File: src/rtl/asp_regs.vh
// Summary of operation
// - Start trigger runs transfer and master clock.
// - Stop halts transfer, clock, then flags stopped.
// - Receive flag every buffer-size words received.
// - Transmit flag every buffer-size words fetched; a word paired with a receive word is not fetched.
// - Receive flag coincides with pointer shadow copy.
// - Transmit flag coincides with pointer shadow copy.
// - Five pin selects route the five signals.
// - Pins owned only while module enabled.
// - Owned pins get direction from role, mode; MCK pin from MCKEN.
// - One buffer size serves both directions.
// - Buffer size counts 32-bit words.
// - Memory touched only for enabled directions.
// - Mono transmit repeats sample on both halves.
// - In master mode, frame rate is master clock over ratio.
`ifndef ASP_REGS_VH
`define ASP_REGS_VH
`define ASP_OFF_START   12'h000
`define ASP_OFF_STOP    12'h004
`define ASP_OFF_SUBST   12'h080
`define ASP_OFF_SUBSP   12'h084
`define ASP_OFF_EVRX    12'h104
`define ASP_OFF_EVSTP   12'h108
`define ASP_OFF_EVTX    12'h114
`define ASP_OFF_PUBRX   12'h184
`define ASP_OFF_PUBSTP  12'h188
`define ASP_OFF_PUBTX   12'h194
`define ASP_OFF_IRQMSK  12'h300
`define ASP_OFF_INTSET  12'h304
`define ASP_OFF_INTCLR  12'h308
`define ASP_OFF_ENABLE  12'h500
`define ASP_OFF_MODE    12'h504
`define ASP_OFF_RXEN    12'h508
`define ASP_OFF_TXEN    12'h50c
`define ASP_OFF_MCKEN   12'h510
`define ASP_OFF_MCKFREQ 12'h514
`define ASP_OFF_RATIO   12'h518
`define ASP_OFF_SWIDTH  12'h51c
`define ASP_OFF_ALIGN   12'h520
`define ASP_OFF_FORMAT  12'h524
`define ASP_OFF_CHAN    12'h528
`define ASP_OFF_RXPTR   12'h538
`define ASP_OFF_TXPTR   12'h540
`define ASP_OFF_MAXCNT  12'h550
`define ASP_OFF_PSEL0   12'h560
`define ASP_OFF_PSEL4   12'h570
`define ASP_BIT_RX      1
`define ASP_BIT_STP     2
`define ASP_BIT_TX      5
`define ASP_CONN_BIT    31
`define ASP_RST_PSEL    32'hffffffff
`define ASP_RST_MCKEN   32'h00000001
`define ASP_RST_MCKFREQ 32'h00000004
`define ASP_RST_RATIO   32'h00000100
`define ASP_RST_TXEN    32'h00000001
`define ASP_SW_8        2'h0
`define ASP_SW_16       2'h1
`define ASP_CH_STEREO   2'h0
`define ASP_CH_LEFT     2'h1
`define ASP_RESP_OK     2'h0
`define ASP_RESP_ERR    2'h2
`endif

File: src/rtl/asp_ctrl.v
// The AXI4-Lite slave port was decided locally.
`timescale 1ns/1ns
`include "asp_regs.vh"
module asp_ctrl (
  // System
  input  wire        aclk,
  input  wire        aresetn,
  // AXI4-Lite write
  input  wire [11:0] s_awaddr,
  input  wire        s_awvalid,
  output wire        s_awready,
  input  wire [31:0] s_wdata,
  input  wire [3:0]  s_wstrb,
  input  wire        s_wvalid,
  output wire        s_wready,
  output reg  [1:0]  s_bresp,
  output reg         s_bvalid,
  input  wire        s_bready,
  // AXI4-Lite read
  input  wire [11:0] s_araddr,
  input  wire        s_arvalid,
  output wire        s_arready,
  output reg  [31:0] s_rdata,
  output reg  [1:0]  s_rresp,
  output reg         s_rvalid,
  input  wire        s_rready,
  // Pins
  input  wire [31:0] pin_in,
  output reg  [31:0] pin_out,
  output reg  [31:0] pin_oe,
  output reg  [31:0] pin_own,
  // Formatter side
  input  wire        ser_out_bit,
  output reg         ser_in_bit_q,
  output reg         tx_repeat_q,
  // Memory requests
  output reg  [31:0] dma_addr_q,
  output reg         dma_rd_q,
  output reg         dma_wr_q,
  // Interrupt
  output wire        irq
);

  reg  [31:0] ptr_q [0:4];
  reg  [31:0] psel_q [0:4];
  reg  [31:0] irq_mask_q;
  reg  [31:0] enable_q;
  reg  [31:0] mode_q;
  reg  [31:0] rxen_q;
  reg  [31:0] txen_q;
  reg  [31:0] mcken_q;
  reg  [31:0] mckfreq_q;
  reg  [31:0] ratio_q;
  reg  [31:0] swidth_q;
  reg  [31:0] align_q;
  reg  [31:0] format_q;
  reg  [31:0] chan_q;
  reg  [31:0] rxptr_q;
  reg  [31:0] txptr_q;
  reg  [31:0] maxcnt_q;
  reg         ev_rx_q;
  reg         ev_stp_q;
  reg         ev_tx_q;
  reg         run_q;
  reg         stop_pend_q;
  reg  [11:0] aw_addr_q;
  reg         aw_v_q;
  reg  [31:0] w_data_q;
  reg  [3:0]  w_strb_q;
  reg         w_v_q;
  reg  [31:0] mclk_cnt_q;
  reg         mclk_q;
  reg  [31:0] fr_cnt_q;
  reg         lr_q;
  reg  [2:0]  lr_sync_q;
  reg         lr_s_q;
  reg  [2:0]  sd_sync_q;
  reg         half_q;
  reg  [1:0]  rx_smp_q;
  reg  [1:0]  tx_smp_q;
  reg  [31:0] rx_off_q;
  reg  [31:0] tx_off_q;
  reg  [31:0] rx_sh_q;
  reg  [31:0] tx_sh_q;
  reg  [31:0] rd_d;
  reg  [1:0]  rresp_d;
  reg  [31:0] pout_d;
  reg  [31:0] poe_d;
  reg  [31:0] pown_d;
  integer     i;
  integer     j;

  wire        wr_go = aw_v_q & w_v_q & ~s_bvalid;
  wire [31:0] wd    = w_data_q;
  wire        wt    = w_strb_q[0] & wd[0];
  wire        slave = mode_q[0];
  wire        en    = enable_q[0];

  assign s_awready = ~aw_v_q & ~s_bvalid;
  assign s_wready  = ~w_v_q & ~s_bvalid;
  assign s_arready = ~s_rvalid;

  function [31:0] wm;
    input [31:0] old;
    input [31:0] d;
    input [3:0]  s;
    integer k;
    begin
      for (k = 0; k < 4; k = k + 1) begin
        wm[8*k +: 8] = s[k] ? d[8*k +: 8] : old[8*k +: 8];
      end
    end
  endfunction

  // Samples packed in one 32-bit word, less one.
  function [1:0] spw_m1;
    input [1:0] sw;
    begin
      case (sw)
        `ASP_SW_8:  spw_m1 = 2'h3;
        `ASP_SW_16: spw_m1 = 2'h1;
        default:    spw_m1 = 2'h0;
      endcase
    end
  endfunction

  function hit;
    input [31:0] ps;
    input [4:0]  p;
    begin
      hit = ~ps[`ASP_CONN_BIT] & (ps[4:0] == p);
    end
  endfunction

  function last_word;
    input [31:0] off;
    input [31:0] mx;
    begin
      last_word = (off + 32'h1) >= mx;
    end
  endfunction

  wire wr_start = wr_go && aw_addr_q == `ASP_OFF_START && wt;
  wire wr_stop  = wr_go && aw_addr_q == `ASP_OFF_STOP && wt;
  wire starting = wr_start & en & ~run_q;

  // Register file and AXI write channel.
  always @(posedge aclk) begin
    if (!aresetn) begin
      aw_v_q    <= 1'b0;
      aw_addr_q <= 12'h000;
      w_v_q     <= 1'b0;
      w_data_q  <= 32'h00000000;
      w_strb_q  <= 4'h0;
      s_bvalid  <= 1'b0;
      s_bresp   <= `ASP_RESP_OK;
      for (i = 0; i < 5; i = i + 1) begin
        ptr_q[i]  <= 32'h00000000;
        psel_q[i] <= `ASP_RST_PSEL;
      end
      irq_mask_q <= 32'h00000000;
      enable_q  <= 32'h00000000;
      mode_q    <= 32'h00000000;
      rxen_q    <= 32'h00000000;
      txen_q    <= `ASP_RST_TXEN;
      mcken_q   <= `ASP_RST_MCKEN;
      mckfreq_q <= `ASP_RST_MCKFREQ;
      ratio_q   <= `ASP_RST_RATIO;
      swidth_q  <= 32'h00000001;
      align_q   <= 32'h00000000;
      format_q  <= 32'h00000000;
      chan_q    <= 32'h00000000;
      rxptr_q   <= 32'h00000000;
      txptr_q   <= 32'h00000000;
      maxcnt_q  <= 32'h00000000;
    end else begin
      if (s_awvalid && s_awready) begin
        aw_v_q    <= 1'b1;
        aw_addr_q <= s_awaddr;
      end
      if (s_wvalid && s_wready) begin
        w_v_q    <= 1'b1;
        w_data_q <= s_wdata;
        w_strb_q <= s_wstrb;
      end
      if (s_bvalid && s_bready) begin
        s_bvalid <= 1'b0;
      end
      if (wr_go) begin
        aw_v_q   <= 1'b0;
        w_v_q    <= 1'b0;
        s_bvalid <= 1'b1;
        s_bresp  <= `ASP_RESP_OK;
        case (aw_addr_q)
          `ASP_OFF_START, `ASP_OFF_STOP: begin
          end
          `ASP_OFF_EVRX, `ASP_OFF_EVSTP, `ASP_OFF_EVTX: begin
          end
          `ASP_OFF_SUBST:   ptr_q[0]  <= wm(ptr_q[0], wd, w_strb_q);
          `ASP_OFF_SUBSP:   ptr_q[1]  <= wm(ptr_q[1], wd, w_strb_q);
          `ASP_OFF_PUBRX:   ptr_q[2]  <= wm(ptr_q[2], wd, w_strb_q);
          `ASP_OFF_PUBSTP:  ptr_q[3]  <= wm(ptr_q[3], wd, w_strb_q);
          `ASP_OFF_PUBTX:   ptr_q[4]  <= wm(ptr_q[4], wd, w_strb_q);
          `ASP_OFF_IRQMSK:  irq_mask_q <= wm(irq_mask_q, wd, w_strb_q);
          `ASP_OFF_INTSET:  irq_mask_q <= irq_mask_q | wm(32'h0, wd, w_strb_q);
          `ASP_OFF_INTCLR:  irq_mask_q <= irq_mask_q & ~wm(32'h0, wd, w_strb_q);
          `ASP_OFF_ENABLE:  enable_q  <= wm(enable_q, wd, w_strb_q);
          `ASP_OFF_MODE:    mode_q    <= wm(mode_q, wd, w_strb_q);
          `ASP_OFF_RXEN:    rxen_q    <= wm(rxen_q, wd, w_strb_q);
          `ASP_OFF_TXEN:    txen_q    <= wm(txen_q, wd, w_strb_q);
          `ASP_OFF_MCKEN:   mcken_q   <= wm(mcken_q, wd, w_strb_q);
          `ASP_OFF_MCKFREQ: mckfreq_q <= wm(mckfreq_q, wd, w_strb_q);
          `ASP_OFF_RATIO:   ratio_q   <= wm(ratio_q, wd, w_strb_q);
          `ASP_OFF_SWIDTH:  swidth_q  <= wm(swidth_q, wd, w_strb_q);
          `ASP_OFF_ALIGN:   align_q   <= wm(align_q, wd, w_strb_q);
          `ASP_OFF_FORMAT:  format_q  <= wm(format_q, wd, w_strb_q);
          `ASP_OFF_CHAN:    chan_q    <= wm(chan_q, wd, w_strb_q);
          `ASP_OFF_RXPTR:   rxptr_q   <= wm(rxptr_q, wd, w_strb_q);
          `ASP_OFF_TXPTR:   txptr_q   <= wm(txptr_q, wd, w_strb_q);
          `ASP_OFF_MAXCNT:  maxcnt_q  <= wm(maxcnt_q, wd, w_strb_q);
          12'h560, 12'h564, 12'h568, 12'h56c, `ASP_OFF_PSEL4: begin
            psel_q[aw_addr_q[4:2]] <= wm(psel_q[aw_addr_q[4:2]], wd, w_strb_q);
          end
          default: s_bresp <= `ASP_RESP_ERR;
        endcase
      end
    end
  end

  // Read decode.
  always @* begin
    rd_d    = 32'h00000000;
    rresp_d = `ASP_RESP_OK;
    case (s_araddr)
      `ASP_OFF_START, `ASP_OFF_STOP: rd_d = 32'h00000000;
      `ASP_OFF_SUBST:   rd_d = ptr_q[0];
      `ASP_OFF_SUBSP:   rd_d = ptr_q[1];
      `ASP_OFF_PUBRX:   rd_d = ptr_q[2];
      `ASP_OFF_PUBSTP:  rd_d = ptr_q[3];
      `ASP_OFF_PUBTX:   rd_d = ptr_q[4];
      `ASP_OFF_EVRX:    rd_d = {31'h0, ev_rx_q};
      `ASP_OFF_EVSTP:   rd_d = {31'h0, ev_stp_q};
      `ASP_OFF_EVTX:    rd_d = {31'h0, ev_tx_q};
      `ASP_OFF_IRQMSK, `ASP_OFF_INTSET, `ASP_OFF_INTCLR: rd_d = irq_mask_q;
      `ASP_OFF_ENABLE:  rd_d = enable_q;
      `ASP_OFF_MODE:    rd_d = mode_q;
      `ASP_OFF_RXEN:    rd_d = rxen_q;
      `ASP_OFF_TXEN:    rd_d = txen_q;
      `ASP_OFF_MCKEN:   rd_d = mcken_q;
      `ASP_OFF_MCKFREQ: rd_d = mckfreq_q;
      `ASP_OFF_RATIO:   rd_d = ratio_q;
      `ASP_OFF_SWIDTH:  rd_d = swidth_q;
      `ASP_OFF_ALIGN:   rd_d = align_q;
      `ASP_OFF_FORMAT:  rd_d = format_q;
      `ASP_OFF_CHAN:    rd_d = chan_q;
      `ASP_OFF_RXPTR:   rd_d = rxptr_q;
      `ASP_OFF_TXPTR:   rd_d = txptr_q;
      `ASP_OFF_MAXCNT:  rd_d = maxcnt_q;
      12'h560, 12'h564, 12'h568, 12'h56c, `ASP_OFF_PSEL4: begin
        rd_d = psel_q[s_araddr[4:2]];
      end
      default: rresp_d = `ASP_RESP_ERR;
    endcase
  end

  always @(posedge aclk) begin
    if (!aresetn) begin
      s_rvalid <= 1'b0;
      s_rdata  <= 32'h00000000;
      s_rresp  <= `ASP_RESP_OK;
    end else if (s_arvalid && s_arready) begin
      s_rvalid <= 1'b1;
      s_rdata  <= rd_d;
      s_rresp  <= rresp_d;
    end else if (s_rready) begin
      s_rvalid <= 1'b0;
    end
  end

  // Master clock divider: the output toggles every divider count of system cycles.
  wire mclk_tick = run_q && (mclk_cnt_q + 32'h1 >= mckfreq_q);
  wire mclk_rise = mclk_tick & ~mclk_q;

  always @(posedge aclk) begin
    if (!aresetn || !run_q) begin
      mclk_cnt_q <= 32'h00000000;
      mclk_q     <= 1'b0;
    end else if (mclk_tick) begin
      mclk_cnt_q <= 32'h00000000;
      mclk_q     <= ~mclk_q;
    end else begin
      mclk_cnt_q <= mclk_cnt_q + 32'h1;
    end
  end

  // Master frame clock: one half frame is half the ratio in mck periods.
  always @(posedge aclk) begin
    if (!aresetn || !run_q || slave) begin
      fr_cnt_q <= 32'h00000000;
      lr_q     <= 1'b0;
    end else if (mclk_rise) begin
      if (fr_cnt_q + 32'h1 >= {1'b0, ratio_q[31:1]}) begin
        fr_cnt_q <= 32'h00000000;
        lr_q     <= ~lr_q;
      end else begin
        fr_cnt_q <= fr_cnt_q + 32'h1;
      end
    end
  end

  // Slave frame clock and serial input from pins. The mux sits ahead
  // of the first flop so the chain itself stays a clean synchroniser.
  always @(posedge aclk) begin
    if (!aresetn) begin
      lr_sync_q    <= 3'h0;
      sd_sync_q    <= 3'h0;
      lr_s_q       <= 1'b0;
      ser_in_bit_q <= 1'b0;
    end else begin
      lr_sync_q <= {lr_sync_q[1:0], pin_in[psel_q[2][4:0]]};
      sd_sync_q <= {sd_sync_q[1:0], pin_in[psel_q[3][4:0]]};
      if (lr_sync_q[1] == lr_sync_q[2]) begin
        lr_s_q <= lr_sync_q[2];
      end
      if (sd_sync_q[1] == sd_sync_q[2]) begin
        ser_in_bit_q <= sd_sync_q[2];
      end
    end
  end

  wire lr_lvl   = slave ? lr_s_q : lr_q;
  wire half_new = run_q & (lr_lvl != half_q);
  // Level low on the frame clock marks the left half.
  wire left     = ~lr_lvl;
  wire mono     = chan_q[1:0] != `ASP_CH_STEREO;
  wire rx_take  = half_new && rxen_q[0] &&
                  (!mono || (left == (chan_q[1:0] == `ASP_CH_LEFT)));
  // Mono transmit fetches on the left half only and repeats it.
  wire tx_take  = half_new && txen_q[0] && (!mono || left);
  wire [1:0] spw = spw_m1(swidth_q[1:0]);
  wire rx_word  = rx_take && rx_smp_q == spw;
  wire tx_word  = tx_take && tx_smp_q == spw;
  wire rx_wrap  = rx_word && last_word(rx_off_q, maxcnt_q);
  wire tx_wrap  = tx_word && last_word(tx_off_q, maxcnt_q);
  wire rx_upd   = starting & rxen_q[0] | rx_wrap;
  wire tx_upd   = starting & txen_q[0] | tx_wrap;

  // Run control, sample counting and pointer double buffering.
  always @(posedge aclk) begin
    if (!aresetn) begin
      run_q       <= 1'b0;
      stop_pend_q <= 1'b0;
      half_q      <= 1'b0;
      rx_smp_q    <= 2'h0;
      tx_smp_q    <= 2'h0;
      rx_off_q    <= 32'h00000000;
      tx_off_q    <= 32'h00000000;
      rx_sh_q     <= 32'h00000000;
      tx_sh_q     <= 32'h00000000;
      tx_repeat_q <= 1'b0;
      dma_addr_q  <= 32'h00000000;
      dma_rd_q    <= 1'b0;
      dma_wr_q    <= 1'b0;
    end else begin
      stop_pend_q <= wr_stop;
      dma_rd_q    <= 1'b0;
      dma_wr_q    <= 1'b0;
      if (wr_stop) begin
        run_q <= 1'b0;
      end else if (starting) begin
        run_q    <= 1'b1;
        half_q   <= lr_lvl;
        rx_smp_q <= 2'h0;
        tx_smp_q <= 2'h0;
        rx_off_q <= 32'h00000000;
        tx_off_q <= 32'h00000000;
      end else if (half_new) begin
        half_q      <= lr_lvl;
        tx_repeat_q <= mono & ~left;
      end
      if (rx_take && !starting) begin
        rx_smp_q <= rx_word ? 2'h0 : rx_smp_q + 2'h1;
      end
      if (tx_take && !starting) begin
        tx_smp_q <= tx_word ? 2'h0 : tx_smp_q + 2'h1;
      end
      if (rx_word && !starting) begin
        dma_wr_q   <= 1'b1;
        dma_addr_q <= rx_sh_q + {rx_off_q[29:0], 2'b00};
        rx_off_q   <= rx_wrap ? 32'h00000000 : rx_off_q + 32'h1;
      end else if (tx_word && !starting) begin
        dma_rd_q   <= 1'b1;
        dma_addr_q <= tx_sh_q + {tx_off_q[29:0], 2'b00};
        tx_off_q   <= tx_wrap ? 32'h00000000 : tx_off_q + 32'h1;
      end
      if (rx_upd) begin
        rx_sh_q <= rxptr_q;
      end
      if (tx_upd) begin
        tx_sh_q <= txptr_q;
      end
    end
  end

  // When a receive and a transmit word finish in the same cycle only
  // the receive request is issued; with both directions in stereo they always pair so.
  wire wr_ev = wr_go & w_strb_q[0] & ~wd[0];

  always @(posedge aclk) begin
    if (!aresetn) begin
      ev_rx_q  <= 1'b0;
      ev_stp_q <= 1'b0;
      ev_tx_q  <= 1'b0;
    end else begin
      // A hardware set wins over a software clear in the same cycle.
      ev_rx_q  <= rx_upd | ev_rx_q &
                  ~(wr_ev && aw_addr_q == `ASP_OFF_EVRX);
      ev_tx_q  <= tx_upd | ev_tx_q &
                  ~(wr_ev && aw_addr_q == `ASP_OFF_EVTX);
      ev_stp_q <= stop_pend_q | ev_stp_q &
                  ~(wr_ev && aw_addr_q == `ASP_OFF_EVSTP);
    end
  end

  assign irq = ev_rx_q & irq_mask_q[`ASP_BIT_RX] |
               ev_stp_q & irq_mask_q[`ASP_BIT_STP] |
               ev_tx_q & irq_mask_q[`ASP_BIT_TX];

  // Pin ownership and direction.
  always @* begin
    pout_d = 32'h00000000;
    poe_d  = 32'h00000000;
    pown_d = 32'h00000000;
    for (j = 0; j < 32; j = j + 1) begin
      if (en) begin
        if (hit(psel_q[0], j[4:0])) begin
          pown_d[j] = 1'b1;
          poe_d[j]  = mcken_q[0];
          pout_d[j] = mclk_q;
        end
        if (hit(psel_q[1], j[4:0])) begin
          pown_d[j] = 1'b1;
          poe_d[j]  = ~slave;
          pout_d[j] = mclk_q;
        end
        if (hit(psel_q[2], j[4:0])) begin
          pown_d[j] = 1'b1;
          poe_d[j]  = ~slave;
          pout_d[j] = lr_q;
        end
        if (hit(psel_q[3], j[4:0])) begin
          pown_d[j] = 1'b1;
        end
        if (hit(psel_q[4], j[4:0])) begin
          pown_d[j] = 1'b1;
          poe_d[j]  = 1'b1;
          pout_d[j] = ser_out_bit & run_q;
        end
      end
    end
  end

  always @(posedge aclk) begin
    if (!aresetn) begin
      pin_out <= 32'h00000000;
      pin_oe  <= 32'h00000000;
      pin_own <= 32'h00000000;
    end else begin
      pin_out <= pout_d;
      pin_oe  <= poe_d;
      pin_own <= pown_d;
    end
  end

endmodule

File: config.mk
export PLATFORM = sky130hd
export DESIGN_NAME = asp_ctrl
export DESIGN_NICKNAME = d
export VERILOG_FILES = /design/src/rtl/asp_ctrl.v
export VERILOG_INCLUDE_DIRS = /design/src /design/src/rtl
export SDC_FILE = /design/constraint.sdc
export NUM_CORES = 2
export LEC_CHECK = 0
export ABC_AREA = 1
export ABC_CLOCK_PERIOD_IN_PS = 3700
export BUFFER_PORTS_ARGS = -buffer_cell sky130_fd_sc_hd__buf_2
export CAP_MARGIN = 20
export CORE_ASPECT_RATIO = 1.5
export CORE_MARGIN = 4
export CORE_UTILIZATION = 40
export DETAILED_ROUTE_END_ITERATION = 16
export PLACE_DENSITY_LB_ADDON = 0.25
export SYNTH_ARGS = -nofsm -noshare
export SYNTH_HDL_FRONTEND = slang
export SYNTH_SLANG_ARGS = --single-unit
File: constraint.sdc
create_clock -name aclk -period 3.7 [get_ports aclk]
set_clock_uncertainty 0.05 [all_clocks]
set_input_delay 1.11 -clock aclk [delete_from_list [all_inputs] [get_ports aclk]]
set_output_delay 1.11 -clock aclk [all_outputs]
set_load 0.01 [all_outputs]
# After elaboration in Yosys (flattened, before gate mapping)

Memory sizes are Yosys's and may differ from the RTL's.
Index checks and enable logic that the tools add are counted.

Input port bits: 100
Register bits: 911
Word-level logic and storage cells: 1213
Output and inout port bits: 174
Memory bits (writable): 320
Memories: 2

Reduce and logical (&&, ||, !) cells: 130
Magnitude comparators: 6
Bitwise gates (word level): 217
Equal/unequal tests: 236
Add/subtract/negate cells: 8
Mux-type cells: 517

Memory list:

| memory | depth | bits a word | rd ports | clocked after Yosys merged registers in | write ports | RTL line      | text |
|---|---|---|---|---|---|---|---|
| psel_q | 5     | 32          | 6        | 0                                       | 5           | asp_ctrl.v:45 | `reg [31:0] psel_q [0:4];` |
| ptr_q  | 5     | 32          | 5        | 0                                       | 5           | asp_ctrl.v:44 | `reg [31:0] ptr_q [0:4];` |

Operators with widths:

| operator                                        | count |
|---|---|
| case mux 32 bit (24 select lines)               | 1 |
| 2-to-1 mux 32 bit                               | 18 |
| == test 12 x 11 -> 1 bit, second input constant | 38 |
| 2-to-1 mux 1 bit                                | 452 |
| == test 5 bit, second input constant            | 80 |
| 2-to-1 mux 8 bit                                | 32 |
| == test 5 x 4 -> 1 bit, second input constant   | 40 |
| AND reduction 3 bit                             | 61 |
| AND 1 bit                                       | 181 |
| == test 12 x 9 -> 1 bit, second input constant  | 12 |
| adder 32 x 1 -> 32 bit, second input constant   | 4 |
| == test 5 x 3 -> 1 bit, second input constant   | 20 |
| >= comparator 32 bit                            | 3 |
| case mux 32 bit (3 select lines)                | 1 |
| OR reduction 32 bit                             | 3 |
| == test 12 x 10 -> 1 bit, second input constant | 6 |
| adder 32 bit                                    | 2 |
| == test 5 x 2 -> 1 bit, second input constant   | 10 |
| == test 12 x 8 -> 1 bit, second input constant  | 4 |
| AND 32 bit                                      | 1 |
| >= comparator 32 x 31 -> 1 bit                  | 1 |
| NOT 32 bit                                      | 1 |
| OR 32 bit                                       | 1 |
| == test 5 x 1 -> 1 bit, second input constant   | 5 |
| other kinds (29)                                | 137 |

# Depth between registers and ports, before layout

Word-level depth: 10
Depth in mapped cells: 26
Mapped depth without buffers: 25

# Worst setup path before layout

Ideal clock, no wire load.

Path kind: reg2reg
Start: register mclk_cnt_q[3]
End: register fr_cnt_q[10]
Slack: 0.108 ns
Period minus slack after synthesis: 3.592 ns
Library setup time: 0.128 ns
Buffers on the path: 2
Cell stages (with the launch flop): 25
Data arrival time: 3.414 ns
Required time: 3.522 ns
Cells stage by stage: dfxtp_1 -> nand2_1 -> nor2_1 -> nand2_1 -> nor2_1 -> nand2_1 -> nor2_1 -> nand4_1 -> inv_1 -> nand4_1 -> or2_2 -> nand2_1 -> inv_1 -> ha_1 -> a21oi_1 -> o21a_1 -> nand2_1 -> a21oi_1 -> nand3_1 -> nand3_1 -> clkbuf_1 -> buf_1 -> nor2_1 -> nor2_1 -> nor2_1

Word-level cells in the longest chain between the ends: 4

RTL lines:

| element                | RTL line       | text |
|---|---|---|
| start, declared        | asp_ctrl.v:71  | `reg [31:0] mclk_cnt_q;` |
| start signal, assigned | asp_ctrl.v:292 | `mclk_cnt_q <= mclk_cnt_q + 32'h1;` |
| adder 32 x 1 -> 32 bit | asp_ctrl.v:281 | `wire mclk_tick = run_q && (mclk_cnt_q + 32'h1 >= mckfreq_q);` |
| >= comparator 32 bit   | asp_ctrl.v:281 |  |
| logical AND 1 bit      | asp_ctrl.v:281 |  |
| AND 1 bit              | asp_ctrl.v:282 | `wire mclk_rise = mclk_tick & ~mclk_q;` |
| end signal, assigned   | asp_ctrl.v:306 | `fr_cnt_q <= fr_cnt_q + 32'h1;` |
| end, declared          | asp_ctrl.v:73  | `reg [31:0] fr_cnt_q;` |

Every way passes these cells.
A chain may end at the register's enable or synchronous reset.

# Final worst setup path

Start: register tx_off_q[0]
End: register tx_sh_q[11]

Word-level cells in the longest chain between the ends: 4

RTL lines:

| element                | RTL line       | text |
|---|---|---|
| start, declared        | asp_ctrl.v:82  | `reg [31:0] tx_off_q;` |
| start signal, assigned | asp_ctrl.v:394 | `tx_off_q <= tx_wrap ? 32'h00000000 : tx_off_q + 32'h1;` |
| adder 32 x 1 -> 32 bit | asp_ctrl.v:139 | `last_word = (off + 32'h1) >= mx;` |
| >= comparator 32 bit   | asp_ctrl.v:139 |  |
| logical AND 1 bit      | asp_ctrl.v:344 | `wire tx_wrap = tx_word && last_word(tx_off_q, maxcnt_q);` |
| OR 1 bit               | asp_ctrl.v:346 | `wire tx_upd = starting & txen_q[0] \| tx_wrap;` |
| end signal, assigned   | asp_ctrl.v:400 | `tx_sh_q <= txptr_q;` |
| end, declared          | asp_ctrl.v:84  | `reg [31:0] tx_sh_q;` |

Every way passes these cells.

==> summary.md <==
| Metric | Value |
|---|---|
| Share of power burned in registers | `0.482` |
| Die width | `338.4 um` |
| Hold slack | `between 0.3 and 0.4 ns` |
| Drt pass-1 iters | `8` |
| Avg WL per Cell | `~25 um` |
| PD cells | `401.4 nW/um^2` |
| Setup TNS | `0 ns` |
| Placer Congestion | `1.001` |
| Worst Path Required | `around 4.4 ns` |
| Die Span Y | `around 500 um` |
| Final slew viol count | `0` |
| Post-layout util | `0.4862` |
| # clock sinks | `around 1.3k` |
| Placed instance count | `about 11k` |
| Final ANT Viol Nets | `0` |
| Final setup vio count | `0` |
| FILL cells | `15.84k` |
| Cell with the most instances after synthesis | `nand2_1` |
| Hold Fails Final Rpt | `0` |
| DIE AREA | `170400 um^2` |
| CTS tree | `built` |
| Main synth FF type | `dfxtp_1` |
| IO Count | `274` |
| Global-route wire length before repair | `402.9 mm` |
| Detailed Route WL | `283.9 mm` |
| Max Cap Viol | `0` |
| Clk network pwr share | `0.465` |
| Critical path endpoint category | `register` |
| Total GRT Usage | `0.3166` |
| Combinational Power Share | `0.053` |
| Max Root-Sink Buffers | `3` |
| Net Sw Power | `0.007750 W` |
| Max rail drop VDD | `0.0005327 V` |
| Num CTS Buffers | `137` |
| Relative slew slack | `0.2482` |
| Crit path kind | `reg2reg` |
| Regs by FF count | `psel_q (256), ptr_q (160)` |
| Htree depth | `4` |
| Mapped Cells | `8547` |
| Top cells by count, synth | `nand2_1, inv_1, o21ai_0, dfxtp_1, a21oi_1` |
| Largest net degree at the start of global routing | `211` |
| Largest area contributor in the netlist | `dfxtp_1` |
| Yosys reg bits | `1325` |
| Net Sw Frac | `0.2446` |
| HP Start | `sd_sync_q[0]` |
| Reg with most FFs | `psel_q` |
| Period utilization | `0.9892` |
| Synth unique cells | `62` |
| Syn Area/Cell | `7.662 um^2` |
| Worst-path fanout max | `6` |
| Core area | `162400 um^2` |
| Startpoint Class | `register` |
| Vias | `64.42k` |
| Syn Std Cell Area | `65490 um^2` |
| Final Cell Area | `78940 um^2` |
| Leakage | `32.10 nW` |
| Post-route insts no fill | `11.42k` |
| Flip-flop count of the largest register after layout | `256` |
| Async set-reset flop share out of synthesis | `0` |
| Worst Max-Slew Pin Slew | `approximately 1.1 ns` |
| CP Launch Point | `tx_off_q[0]` |
| Clock Latency Late Sink | `0.82 ns` |
| Status | `finished clean` |
| Number of port buffers | `271` |
| Root Driver | `clkbuf_16` |
| Drt via density | `5.641` |
| Share of layout cells above drive strength 1 | `0.1502` |
| Clock slew at reported path FFs | `0.07 ns` |
| Number of synthesized flops with an enable pin | `416` |
| Hold buffers post-CTS | `0` |
| Final #Nets | `9493` |
| Post-synth top area share | `0.2779` |
| Worst min path class | `reg2reg` |
| Final worst path period need | `3.660 ns` |
| Seq/Total Area, Yosys | `0.4686` |
| RSZ-0062 raised after global routing | `yes` |
| Synthesis-to-finish area growth | `20.54%` |
| Largest cells by area after synthesis | `dfxtp_1, edfxtp_1, nand2_1` |
| WP data arrival | `4.34 ns` |
| Final HPWL DP | `approximately 210 mm` |
| Max Clk Rate | `273.2 MHz` |
| Pint | `around 0.024 W` |
| Placed Area | `72740 um^2` |
| Drt drc | `0` |
| Total grt overflow | `0` |
| Worst reg2reg startpoint | `tx_off_q[0]` |
| FP Rows | `~180` |
| Synth Warn # | `0` |
| Initial antenna violation count | `4` |
| Initial DRC count | `6737` |
| Initial Utilization | `0.4033` |
| Number of global-route vias before repair | `approximately 60k` |
-- per-layer routing --
layer,up-vias,share of wire,global-route usage
met3,812,0.081,0.05035
met2,3239,0.47,0.5371
met1,30560,0.37,0.3737
met4,0,0.074,0.2046
met5,-,0,0
li1,29820,-,-
-- timing repair --
action | 4_1_cts | 5_1_grt
buffers inserted | 4 | 18
gates cloned | 1 | 15
gates resized for setup | 25 | 252
setup endpoints to repair | 129 | 195
pin swaps | 10 | 77
-- metrics by stage --
| step | total power (W) | worst slack (ns) |
|---|---|---|
| detailed placement | 0.01723 | -0.2514 |
| CTS | 0.03174 | -0.008503 |
| floorplan | 0.01633 | 0.1084 |
| global placement | 0.01721 | -0.1308 |
| finish | 0.03168 | 0.03993 |
| global route | 0.03242 | -0.1669 |
-- cell families after synthesis --
kind of cell / share of synthesized area
and+or+nand+nor: 0.2038
DFF: 0.4686
buffers and inverters: 0.08513
adders and majority gates: 0.03672
AOI/OAI and AO/OA: 0.1880
xor gates and xnor gates: 0.01752
muxes: 0.0001528
other: 0.00005726
-- layout make-up --
type                            count  area (um^2)  area share
Clock buffer                      189         3867     0.04899
Multi-Input combinational cell   5889        30530      0.3868
Antenna cell                        2        5.005  0.00006340
Tap cell                         2104         2633     0.03335
Clock inverter                     63        822.0     0.01041
Sequential cell                  1325        30720      0.3892
Inverter                          997         3761     0.04764
Timing Repair Buffer              852         6599     0.08359
-- critical path, cell delays in order (launching register included) --
cell,delay (ns)
dfxtp_4,0.37
nand3_2,0.11
nor3_2,0.22
nand3_1,0.16
buf_6,0.17
nor2_4,0.10
nand4_1,0.14
xor2_2,0.26
inv_2,0.07
ha_4,0.27
nand2_2,0.07
nor2_4,0.13
nand4_1,0.20
nor4_2,0.22
buf_4,0.19
nand3_4,0.07
nand3_4,0.14
nand2_8,0.09
nand2_8,0.14
clkbuf_16,0.20
nand2_4,0.06
a21oi_2,0.14
-- cell usage in the layout, fill, tap and decap left out, drive strengths merged, types with 4 or more instances in the layout --
cell      count
clkbuf      200
clkinv       42
o311ai       28
o22ai       136
o221ai       41
and3          4
nor4         17
or2          32
o2111ai       6
o21ai       926
dfxtp       909
a21o         10
conb         98
nand3       391
nor3         80
nand4        69
nor2        843
or3           5
xor2         94
o21a         18
ha          189
a211oi       33
xnor2        37
a21oi       912
inv         999
o31ai         5
clkinvlp      5
o211ai       17
nand2      1740
bufinv       14
a22oi        16
a31oi       103
buf         841
o21bai        9
nand3b       15
edfxtp      416
-- path summary, 6_finish.rpt --
check / endpoint / slack [ns] / cells after the start
max: tx_sh_q[11] / 0.04 / 21
min: sd_sync_q[1] / 0.39 / 2
max reg2reg: tx_sh_q[11] / 0.04 / 21
min reg2reg: sd_sync_q[1] / 0.39 / 2
-- power groups by stage --
stage	Clock, W	Combinational [W]	Sequential [W]
after global placement	0	0.00161	0.0156
after detailed placement	0	0.00162	0.0156
after CTS	0.0148	0.00163	0.0153
final	0.0147	0.00168	0.0153
after floorplan	0	0.000752	0.0156
after global routing	0.0154	0.00174	0.0153
Power figures use the tool's default switching activity.
